==> src/logic/acr_pkg.sv <==
package acr_pkg;

  // Register geometry
  localparam int          ACR_WIDTH       = 16;
  localparam logic [15:0] ACR_RESET_VALUE = 16'h0300;

  // Field positions
  localparam int ACR_AUX_SEL_POS   = 1;
  localparam int ACR_RX_GAIN_POS   = 2;
  localparam int ACR_OVS_LSB       = 3;
  localparam int ACR_ATTEN_LSB     = 6;
  localparam int ACR_MDIV_LOW_POS  = 8;
  localparam int ACR_QDIV_LSB      = 9;
  localparam int ACR_MDIV_TEST_LSB = 12;
  localparam int ACR_RSVD_TEST_LSB = 14;

  // Oversampling ratio codes
  localparam logic [2:0] ACR_OVS_160 = 3'h0;
  localparam logic [2:0] ACR_OVS_192 = 3'h1;
  localparam logic [2:0] ACR_OVS_64  = 3'h5;
  localparam logic [2:0] ACR_OVS_96  = 3'h6;
  localparam logic [2:0] ACR_OVS_128 = 3'h7;

  // Transmit attenuation codes
  localparam logic [1:0] ACR_ATTEN_MUTE = 2'h0;
  localparam logic [1:0] ACR_ATTEN_M6DB = 2'h2;
  localparam logic [1:0] ACR_ATTEN_0DB  = 2'h3;

  // Host link mode
  typedef enum logic [1:0] {
    ACR_MODE_SW_DATA = 2'b00,
    ACR_MODE_SW_CTRL = 2'b01,
    ACR_MODE_HW_DATA = 2'b10,
    ACR_MODE_HW_CTRL = 2'b11
  } acr_mode_t;

  // Serial receive states
  typedef enum logic [1:0] {
    ACR_ST_IDLE    = 2'b00,
    ACR_ST_PRIMARY = 2'b01,
    ACR_ST_SECOND  = 2'b10
  } acr_state_t;

  // Decoded fields
  typedef struct packed {
    logic       aux_input_select;
    logic       rx_gain_select;
    logic [7:0] oversample_ratio;
    logic       ovs_reserved;
    logic [1:0] tx_atten;
    logic       tx_mute;
    logic       atten_reserved;
    logic [4:0] qdiv_x2;  // Twice Q; Q of 8 needs the fifth bit
    logic [2:0] mdiv;
    logic       mdiv_reserved;
    logic [1:0] test_mode;
  } acr_fields_t;

endpackage

==> src/logic/acr_control_register.sv <==
`timescale 1ns/1ps
module acr_control_register
  import acr_pkg::*;
#(
  parameter int FRAME_BITS = 256
)
(
  // Clock and reset
  input  wire logic                mclk,
  input  wire logic                rst_n,
  // Mode straps
  input  wire logic                host_mode_pin0,
  input  wire logic                host_mode_pin1,
  input  wire logic                master_mode,
  input  wire logic                sw_lsb_ctrl,
  // Serial link, one bit per mclk
  input  wire logic                fs_in,
  input  wire logic                sdin,
  output logic                     fs_out,
  // Register contents and decodes
  output logic [15:0]              afe_control,
  output acr_pkg::acr_fields_t     fields,
  output logic                     control_mode,
  output logic                     word_loaded
);
  import acr_pkg::*;

  localparam int CW = $clog2(FRAME_BITS);

  acr_state_t      state;
  acr_state_t      next_state;
  logic [15:0]     shift;
  logic [15:0]     next_shift;
  logic [4:0]      bit_cnt;
  logic [4:0]      next_bit_cnt;
  logic [CW-1:0]   frame_cnt;
  logic [CW-1:0]   next_frame_cnt;
  logic            half_seen;
  logic            next_half_seen;
  logic            fs_gen;
  logic            next_fs_out;
  logic [15:0]     next_afe_control;
  logic            next_word_loaded;
  logic            next_control_mode;
  acr_fields_t     next_fields;
  acr_mode_t       mode;
  logic            frame_sync;
  logic            sw_data_word_ctrl;

  assign mode = acr_mode_t'({host_mode_pin1, host_mode_pin0});
  // Pin1 high is control; software data mode (pins 00) also needs the word LSB request
  assign sw_data_word_ctrl = (mode == ACR_MODE_SW_DATA) && sw_lsb_ctrl;

  // Sync source: own generator when master, else processor pulses
  assign frame_sync = master_mode ? fs_gen : fs_in;

  // Master frame timing; extra pulse at the half period in control mode
  always_comb
  begin
    next_frame_cnt = (frame_cnt == CW'(FRAME_BITS - 1)) ? '0 : frame_cnt + 1'b1;
    fs_gen         = (frame_cnt == '0) ||
                     (control_mode && frame_cnt == CW'(FRAME_BITS / 2));
    next_fs_out    = master_mode && fs_gen;
    // Control mode decided by the pins; data-only otherwise
    next_control_mode = host_mode_pin1 || sw_data_word_ctrl;
  end

  // Serial word capture, primary then secondary slot
  always_comb
  begin
    next_state       = state;
    next_shift       = shift;
    next_bit_cnt     = bit_cnt;
    next_half_seen   = half_seen;
    next_afe_control = afe_control;
    next_word_loaded = 1'b0;
    if (frame_sync)
    begin
      // Alternate pulses mark secondary slots only in control mode
      if (control_mode && half_seen)
      begin
        next_state     = ACR_ST_SECOND;
        next_half_seen = 1'b0;
      end
      else
      begin
        next_state     = ACR_ST_PRIMARY;
        next_half_seen = control_mode;
      end
      next_bit_cnt = 5'h00;
    end
    else if (state != ACR_ST_IDLE)
    begin
      next_shift   = {shift[14:0], sdin};
      next_bit_cnt = bit_cnt + 5'h01;
      if (bit_cnt == 5'h0F)
      begin
        next_state = ACR_ST_IDLE;
        // Primary words are data and never touch the register
        if (state == ACR_ST_SECOND && control_mode)
        begin
          next_afe_control = {shift[14:0], sdin};
          next_word_loaded = 1'b1;
        end
      end
    end
  end

  // Field decode from the next register value so outputs stay registered
  always_comb
  begin
    next_fields                  = '0;
    next_fields.aux_input_select = next_afe_control[ACR_AUX_SEL_POS];
    // Gain meaning depends on input wiring (diff vs single-ended)
    next_fields.rx_gain_select   = next_afe_control[ACR_RX_GAIN_POS];
    case (next_afe_control[ACR_OVS_LSB +: 3])
      ACR_OVS_160: next_fields.oversample_ratio = 8'd160;
      ACR_OVS_192: next_fields.oversample_ratio = 8'd192;
      ACR_OVS_64:  next_fields.oversample_ratio = 8'd64;
      ACR_OVS_96:  next_fields.oversample_ratio = 8'd96;
      ACR_OVS_128: next_fields.oversample_ratio = 8'd128;
      default:     next_fields.ovs_reserved     = 1'b1;
    endcase
    next_fields.tx_atten = next_afe_control[ACR_ATTEN_LSB +: 2];
    case (next_afe_control[ACR_ATTEN_LSB +: 2])
      ACR_ATTEN_MUTE: next_fields.tx_mute        = 1'b1;
      ACR_ATTEN_M6DB: next_fields.tx_mute        = 1'b0;
      ACR_ATTEN_0DB:  next_fields.tx_mute        = 1'b0;
      default:        next_fields.atten_reserved = 1'b1;
    endcase
    // Q held doubled so half steps stay integral: 5..8, then 4.5..7.5
    next_fields.qdiv_x2 = next_afe_control[ACR_QDIV_LSB + 2]
      ? 5'(9 + 2 * next_afe_control[ACR_QDIV_LSB +: 2])
      : 5'(10 + 2 * next_afe_control[ACR_QDIV_LSB +: 2]);
    case ({next_afe_control[ACR_MDIV_TEST_LSB +: 2],
           next_afe_control[ACR_MDIV_LOW_POS]})
      3'h0:    next_fields.mdiv = 3'h3;
      3'h1:    next_fields.mdiv = 3'h4;
      3'h6:    next_fields.mdiv = 3'h1;
      3'h7:    next_fields.mdiv = 3'h2;
      default: next_fields.mdiv_reserved = 1'b1;
    endcase
    next_fields.test_mode = next_afe_control[ACR_MDIV_TEST_LSB +: 2];
  end

  // Registers; reset lands in data-only with the documented word
  always_ff @(posedge mclk)
  begin
    if (!rst_n)
    begin
      state        <= ACR_ST_IDLE;
      shift        <= 16'h0000;
      bit_cnt      <= 5'h00;
      frame_cnt    <= '0;
      half_seen    <= 1'b0;
      fs_out       <= 1'b0;
      afe_control  <= ACR_RESET_VALUE;
      fields       <= '{aux_input_select: 1'b0, rx_gain_select: 1'b0,
                        oversample_ratio: 8'd160, ovs_reserved: 1'b0,
                        tx_atten: 2'h0, tx_mute: 1'b1, atten_reserved: 1'b0,
                        qdiv_x2: 5'h0C, mdiv: 3'h4, mdiv_reserved: 1'b0,
                        test_mode: 2'h0};
      control_mode <= 1'b0;
      word_loaded  <= 1'b0;
    end
    else
    begin
      state        <= next_state;
      shift        <= next_shift;
      bit_cnt      <= next_bit_cnt;
      frame_cnt    <= next_frame_cnt;
      half_seen    <= next_half_seen;
      fs_out       <= next_fs_out;
      afe_control  <= next_afe_control;
      fields       <= next_fields;
      control_mode <= next_control_mode;
      word_loaded  <= next_word_loaded;
    end
  end

endmodule

==> config.mk <==
export PLATFORM = sky130hd
export DESIGN_NAME = acr_control_register
export DESIGN_NICKNAME = d
export VERILOG_FILES = /design/src/logic/acr_pkg.sv /design/src/logic/acr_control_register.sv
export SDC_FILE = /design/constraint.sdc
export NUM_CORES = 1
export LEC_CHECK = 0
export BUFFER_PORTS_ARGS = -buffer_cell sky130_fd_sc_hd__buf_2
export CAP_MARGIN = 25
export CORE_ASPECT_RATIO = 1.25
export CORE_UTILIZATION = 30
export CTS_CLUSTER_DIAMETER = 60
export DETAILED_ROUTE_END_ITERATION = 12
export HOLD_SLACK_MARGIN = 0.12
export SLEW_MARGIN = 10
export SYNTH_ARGS = -nofsm -noshare
export SYNTH_HDL_FRONTEND = slang
export SYNTH_SLANG_ARGS = --single-unit
==> constraint.sdc <==
create_clock -name mclk -period 2.4 [get_ports mclk]
set_clock_uncertainty 0.05 [all_clocks]
set_input_delay 0.36 -clock mclk [delete_from_list [all_inputs] [get_ports mclk]]
set_output_delay 0.36 -clock mclk [all_outputs]
set_load 0.1 [all_outputs]
### After elaboration in Yosys (flattened, before gate mapping)

Cells that the tools add are included.

* input bits: 8
* output and inout port bits: 45
* register bits after elaboration: 76
* logic and storage cells: 84

* bitwise gates (word level): 4
* reductions and logical operators: 24
* eq/ne operators: 13
* multiplexer cells: 18
* $add $sub $neg: 4

Operator list (number)
* $mux W14: 4
* $pmux W8 S5: 1
* $eq A8 B8 Y1 const B: 2
* $eq A3 B3 Y1 const B: 5
* $pmux W3 S4: 1
* $add A4 B3 Y5 const A: 2
* $add A8 B1 Y8 const B: 1
* $logic_not A8 Y1: 1
* $mux W2: 4
* $reduce_or A4 Y1: 2
* $mux W1: 7
* $eq A2 B2 Y1 const B: 3
* $eq A3 B1 Y1 const B: 2
* $logic_not A3 Y1: 2
* $reduce_bool A2 Y1: 3
* $add A5 B1 Y5 const B: 1
* $eq A5 B4 Y1 const B: 1
* $logic_and A1 B1 Y1: 5
* $mux W5: 1
* $reduce_or A5 Y1: 1
* $logic_not A2 Y1: 2
* $not A1 Y1: 4
* $reduce_and A2 Y1: 2
* $reduce_and A4 Y1: 1
* 3 further kinds: 5

### Logic depth before layout (Yosys ltp)

Gate-level depths: netlist (run 1).

* depth after elaboration: 9
* gate-level depth with buffers: 10
* gate-level depth less buffers: 8

### Worst setup path after synthesis (run 1)

No wires, ideal clock.

* path type: register to register
* start point: reg control_mode
* end point: reg fields[8] (netlist bit)
* setup time: 122 ps
* data arrival time: 2536 ps
* required time: 2228 ps
* path slack: -308 ps
* buffers on the path: 2
* clock period less this slack: 2708 ps
* stages on the path, launching flop included: 9
* path through: dfxtp_1 > nor2b_1 > o31a_1 > buf_6 > buf_4 > nand3_1 > nand2_1 > ha_1 > a311o_1

* longest elaborated chain between the ends: 7
* elaborated cells on any way between the ends: 11
* those cells by class: add/sub: 2; mux: 6; reduce/logical: 3

RTL lines
* start: declaration: RTL line acr_control_register.sv:23 `output logic control_mode,`
* start signal: assignment: RTL line acr_control_register.sv:176 `control_mode <= next_control_mode;`
* $logic_and A1 B1 Y1: RTL line acr_control_register.sv:100 `if (state == ACR_ST_SECOND && control_mode)`
* $mux W14: RTL line acr_control_register.sv:100
* $mux W14: RTL line acr_control_register.sv:96 `if (bit_cnt == 5'h0F)`
* $mux W14: RTL line acr_control_register.sv:92 `else if (state != ACR_ST_IDLE)`
* $mux W14 (*): RTL line acr_control_register.sv:77 `if (frame_sync)`
* via next_afe_control[10]: RTL line acr_control_register.sv:42 `logic [15:0] next_afe_control;`
* $add A4 B3 Y5, on equally long branches: RTL line acr_control_register.sv:134, acr_control_register.sv:133
* $mux W5 (*): RTL line acr_control_register.sv:133 `? 5'(9 + 2 * next_afe_control[ACR_QDIV_LSB +: 2])`
* end signal: assignment: RTL line acr_control_register.sv:158 `fields <= '{aux_input_select: 1'b0, rx_gain_select: 1'b0,`
* end signal: assignment: RTL line acr_control_register.sv:175 `fields <= next_fields;`
* end: declaration: RTL line acr_control_register.sv:22 `output acr_pkg::acr_fields_t fields,`

Mark *: on every way through the listed nets, which the timed path passes. The rest lies on a longest branch.
A chain may end at the register's enable or synchronous reset.

### Worst setup path after layout (run 1)

* start point: reg bit_cnt[0]
* end point: reg fields[8] (netlist bit)

* longest elaborated chain between the ends: 6
* elaborated cells on any way between the ends: 7
* those cells by class: add/sub: 2; eq/ne: 1; mux: 4

RTL lines
* start: declaration: RTL line acr_control_register.sv:34 `logic [4:0] bit_cnt;`
* start signal: assignment: RTL line acr_control_register.sv:170 `bit_cnt <= next_bit_cnt;`
* $eq A5 B4 Y1 (*): RTL line acr_control_register.sv:96
* $mux W14 (*): RTL line acr_control_register.sv:96
* $mux W14 (*): RTL line acr_control_register.sv:92
* $mux W14 (*): RTL line acr_control_register.sv:77
* via next_afe_control[10]: RTL line acr_control_register.sv:42
* $add A4 B3 Y5, on equally long branches: RTL line acr_control_register.sv:134, acr_control_register.sv:133
* $mux W5 (*): RTL line acr_control_register.sv:133

Marked as above.

==> impl_metrics.toml, run 1 <==
[placed_design]
portBuffers = 47
hpwl_um = 4220
gp_congestion = 0.761
placed_area_um2 = 3060
dp_worst_setup_slack_ns = 0.292

[setup_path]
worstSetupPathType = "register to register"
worstPathArrival_ns = 2.27
endpoint_kind = "register"
worstPathRequired_ns = 2.55
path_max_fanout = 7
start_kind = "register"

[cells_and_area]
multi_input_area_um2 = 1300
fillers = 926
antenna_cells = 0
regArea_um2 = 1280
area_delta_synth_final_pct = 19.9
stdcell_area_um2 = 3360
fin_nets = 364
drive_above_1_share_pct = 21.1

[sta]
worst_pin_slew_ns = 0.962
setup_violations = 0
finalCriticalPeriod_ns = 2.12
finalSetupTns_ns = 0
drv_slew = 0
hold_viol_final = 0
max_freq_ghz = 0.472
fin_ws_ns = 0.281
post-route-period-util_pct = 88.3
holdWs_ns = 0.191
slew_headroom_pct = 35.8
rsz0062_at_grt = "false"

[grt]
use_met1_pct = 14.8
met3_usage_pct = 4.47
grtUsageTotal_pct = 13.3
grt_pass1_wl_um = 9690
busiest_layer = "met2"
grt_pass1_vias = 2116
grt_max_degree = 30
gr-total-overflow = 0
antenna_found_initial = 0
grt_use_met2_pct = 23.0

[power]
ir_drop_mv = 0.430
leakagePower_uw = 0.00143
comb_power_share_pct = 7.2
p_per_area_nw_per_um2 = 762
p_int_uw = 1980
p_clk_share_pct = 50.3
power_switching_uw = 582
switching_share_pct = 22.7
p_seq_share_pct = 42.5

[route]
routed-via-count = 2284
drt_iter0_drc = 128
vias_per_cell = 4.77
routed_wl_um = 5970
drt-pass1-iter-count = 5
drc = 0
drtAntennaViolNets = 0
wire_per_inst_um = 12.5

[clock_tree]
ctsResizeCount = 0
clock_latency_ns = 0.32
clkSinkCount = 64
clock-root-buffer = "clkbuf_16"
ctsHoldBuffers = 0
cts_max_path_buffers = 2
path_clk_slew_ns = 0.05
cts_made_buffers = 9
cts_setup_buffers = 0
cts_max_level = 3
cts_tree = "done"

[floorplan]
start_util_pct = 30.8
num_rows = 39
core_area_um2 = 9130
boundaryPins = 53
die_h_um = 110
die_w_um = 88.5
die_area_um2 = 9750

[yosys]
async_flop_share_pct = 0
syn_area_per_cell_um2 = 8.91
yosysTopAreaCellShare_pct = 45.7
synth_edf_count = 0
synth_area_um2 = 2810
synth_ff_type = "dfxtp_1"
synth_seq_area_share_pct = 45.7
yosys_warnings = 0
synth_cells = 315
ys_ff_latch = 64
synth_top_area_cell = "dfxtp_1"
ys_types = 46
ys_top_cells_by_area = "dfxtp_1, mux2i_1, nand3_1"

[min_path]
hold_class = "input pin to register"

[flow_run]
max-cap-violations = 0

[status]
status = "finished clean"
cells in the final DEF, fill, tap and decap left out, types with 3 or more instances in the layout:
master      n
dfxtp_1    63
buf_2      47
nand2_1    28
nand3_1    27
a21oi_1    24
o21ai_0    23
nor2_1     18
mux2i_1    17
inv_1       9
xor2_1      9
clkbuf_16   9
buf_4       8
xnor2_1     6
nor3_1      6
ha_1        5
conb_1      5
and3_1      4
nand4_1     4
nor4_1      3
a211oi_1    3
nand3b_1    3
cells in the mapped netlist, types with 2 or more instances:
cell type,number
a211oi_1,3
a21oi_1,24
a311o_1,2
and3_1,4
buf_1,3
buf_4,17
buf_6,2
clkbuf_1,11
dfxtp_1,64
ha_1,5
inv_1,9
mux2i_1,17
nand2_1,28
nand2b_1,2
nand3_1,27
nand3b_1,3
nand4_1,4
nand4b_1,2
nor2_1,18
nor2b_1,2
nor3_1,6
nor4_1,3
o21ai_0,23
xnor2_1,6
xor2_1,9
registers in the layout, indices dropped and copies added (netlist names):
name          cells
afe_control      16
shift            15
fields           14
frame_cnt         8
bit_cnt           5
state             2
control_mode      1
fs_out            1
half_seen         1
word_loaded       1
logic make-up after synthesis:
group / count (synthesis) / synth area share [%]
adder cells (fa/ha/maj): 5 / 2.23
XOR/XNOR: 15 / 4.68
AO/OA/AOI/OAI: 63 / 13.5
other: 1 / 0.134
flip-flops: 64 / 45.7
multiplexers: 17 / 6.06
buffers and inverters: 43 / 8.60
AND/OR/NAND/NOR: 107 / 19.2
routing by layer:
layer / vias to the layer above / share of wire, % / wire length, µm
li1: 1159 / - / -
met3: 4 / 3.8 / 227
met2: 53 / 51 / 3070
met4: 0 / 0.96 / 57
met5: - / 0 / 0
met1: 1068 / 44 / 2610
path summary, 6_finish.rpt:
path	start	to	slack (ns)	cells after the start
max	bit_cnt[0]$_SDFFE_PP0N_	fields[8]$_SDFF_PN1_	0.28	8
min	host_mode_pin1	control_mode$_SDFF_PN0_	0.19	3
max reg2reg	bit_cnt[0]$_SDFFE_PP0N_	fields[8]$_SDFF_PN1_	0.28	8
min reg2reg	afe_control[14]$_SDFFE_PN0P_	afe_control[14]$_SDFFE_PN0P_	0.42	2
metrics by stage:
step | util [%] | total power, µW | instances
floorplan | - | 1280 | 319
global placement | 33.6 | 1290 | 463
detailed placement | 33.6 | 1300 | 463
CTS | 36.9 | 2600 | 479
global route | 36.9 | 2650 | 479
finish | 36.9 | 2560 | 479
worst max-delay path, cell delays in order, from the launching register on:
cell and delay (ns):
dfxtp_1 0.33, ha_1 0.21, and3_1 0.18, ha_1 0.21
and4b_1 0.27, nand3_1 0.13, nand2_1 0.07, ha_1 0.30
a311o_1 0.26
area by class of cell:
type	count	share of cell area, %
Clock buffer	13	7.74
Clock inverter	3	1.19
Inverter	9	1.00
Multi-Input combinational cell	212	38.6
Sequential cell	64	38.1
Tap cell	123	4.57
Timing Repair Buffer	55	8.78
power by group through the flow:
stage | clock [µW] | combinational (µW) | sequential [µW]
2_1_floorplan | 0 | 153 | 1130
3_3_place_gp | 0 | 183 | 1110
3_5_place_dp | 0 | 186 | 1110
4_1_cts | 1320 | 186 | 1090
5_1_grt | 1360 | 201 | 1090
6_report | 1290 | 185 | 1090
(Power assumes the default switching activity.)
==> run 2, diff against run 1 <==
Settings changed: PLACE_DENSITY set to 0.48, RECOVER_POWER set to 25.
==> impl_metrics.toml, run 2 (same netlist as run 1, synthesis figures left out) <==
[min_path]
hold_class = "input pin to register"

[cells_and_area]
final_cell_mix = "dfxtp_1, nand2_1, nand3_1, buf_2"
reg.largest.list = "afe_control x16, shift x15, fields x14"
fin_nets = 365
drive_above_1_share_pct = 14.9
area_delta_synth_final_pct = 18.1
largest-register = "afe_control"
largest_reg_flops = 16
final_util_pct = 36.3
fillers = 968
antenna_cells = 0
final_common_cell = "dfxtp_1"

[power]
p_clk_share_pct = 48.1
switching_share_pct = 23.9
p_per_area_nw_per_um2 = 743
p_seq_share_pct = 44.2
p_int_uw = 1870
comb_power_share_pct = 7.7
power_switching_uw = 590
leakagePower_uw = 0.00134
ir_drop_mv = 0.434

[sta]
post-route-period-util_pct = 89.1
fin_ws_ns = 0.262
hold_viol_final = 0
worst_pin_slew_ns = 1.33
setup_violations = 0
max_freq_ghz = 0.468
finalCriticalPeriod_ns = 2.14
finalSetupTns_ns = 0
slew_headroom_pct = 11.5
rsz0062_at_grt = "false"
drv_slew = 0
holdWs_ns = 0.193

[placed_design]
dp_worst_setup_slack_ns = 0.266
portBuffers = 47
gp_congestion = 0.740
hpwl_um = 4020

[setup_path]
endpoint_kind = "register"
crit_family = "simple AND/OR/NAND/NOR gates"
start_kind = "register"
reg2reg_setup_slack_ns = 0.26
slowest_delay_ns = 0.36
path_max_fanout = 23
cp_common_cell = "ha_1"
critPathSlowestCell = "dfxtp_1"
path_cells = "ha_1, and3_1, ha_1, and4b_1, buf_4, nand2_1, a311o_1"
worstPathRequired_ns = 2.55
worstPathBufferInverterCount = 1
worstSetupPathType = "register to register"
worstPathArrival_ns = 2.29

[route]
drtAntennaViolNets = 0
vias_per_cell = 4.68
drc = 0
drt-pass1-iter-count = 4
wire_per_inst_um = 12.4
routed-via-count = 2243
routed_wl_um = 5930
drt_iter0_drc = 115

[floorplan]
die_h_um = 110
die_w_um = 88.5
boundaryPins = 53
num_rows = 39
core_area_um2 = 9130
die_area_um2 = 9750
start_util_pct = 30.8

[clock_tree]
cts_max_level = 3
ctsResizeCount = 0
cts_made_buffers = 9
clock-root-buffer = "clkbuf_16"
path_clk_slew_ns = 0.05
clkSinkCount = 64
clock_latency_ns = 0.32
cts_tree = "done"
cts_setup_buffers = 0
ctsHoldBuffers = 0
cts_max_path_buffers = 2

[flow_run]
max-cap-violations = 0

[grt]
gr-total-overflow = 0
antenna_found_initial = 0
grt_pass1_vias = 2140
grtUsageTotal_pct = 13.6
grt_max_degree = 30
grt_pass1_wl_um = 10000

[status]
status = "finished clean"
[run 2: changes by cell type in the layout (fill, tap and decap cells not counted)]
cell,change
bufinv_16,-1
buf_2,-22
clkbuf_1,+22
clkinvlp_4,+1
[run 2: worst paths after layout]
check / cells after the start / from / to
worst min register to register: 2 / shift[14]$_SDFFE_PN0P_ / shift[14]$_SDFFE_PN0P_
worst max-delay path: 7 / bit_cnt[0]$_SDFFE_PP0N_ / fields[21]$_SDFF_PN1_
worst max register to register: 7 / bit_cnt[0]$_SDFFE_PP0N_ / fields[21]$_SDFF_PN1_
worst min-delay path: 3 / host_mode_pin1 / control_mode$_SDFF_PN0_
[run 2: per-stage QoR]
stage | instance area [µm²] | power, µW | instances
after CTS | 3340 | 2500 | 478
after global placement | 3060 | 1300 | 463
after floorplan | 2820 | 1280 | 319
after global routing | 3310 | 2570 | 479
after detailed placement | 3060 | 1300 | 463
final | 3310 | 2460 | 479
[run 2: power groups by stage]
stage | sequential [µW] | clock [µW] | combinational [µW]
final | 1090 | 1180 | 189
after global routing | 1090 | 1280 | 207
after CTS | 1090 | 1220 | 191
after detailed placement | 1110 | 0 | 191
after global placement | 1110 | 0 | 189
after floorplan | 1130 | 0 | 153
[run 2: routing by layer]
metal | share of wire (%) | vias up | global-route usage, % | routed length (µm)
met5 | 0 | - | 0 | 0
met4 | 1.5 | 0 | 5.88 | 88
met3 | 3.3 | 7 | 3.35 | 198
met2 | 49 | 47 | 22.7 | 2930
met1 | 46 | 1032 | 16.4 | 2720
li1 | - | 1157 | - | -
[run 2: cell type report]
cell class                 instances  area [µm²]  share of cell area, %
multi-input combinational        212        1300                   39.2
sequential                        64        1280                   38.7
timing repair buffer              56         272                   8.19
clock buffer                      12         256                   7.74
tap                              123         154                   4.64
inverter                           9        33.8                   1.02
clock inverter                     3        17.5                  0.529
[run 2: worst reg2reg max path, delay by kind of cell, from the launching register on]
kind / cells / cell delay, ns
simple gates: 3 / 0.61
flops: 1 / 0.36
compound gates: 1 / 0.34
buf+inv: 1 / 0.30
fa+ha+maj: 2 / 0.36
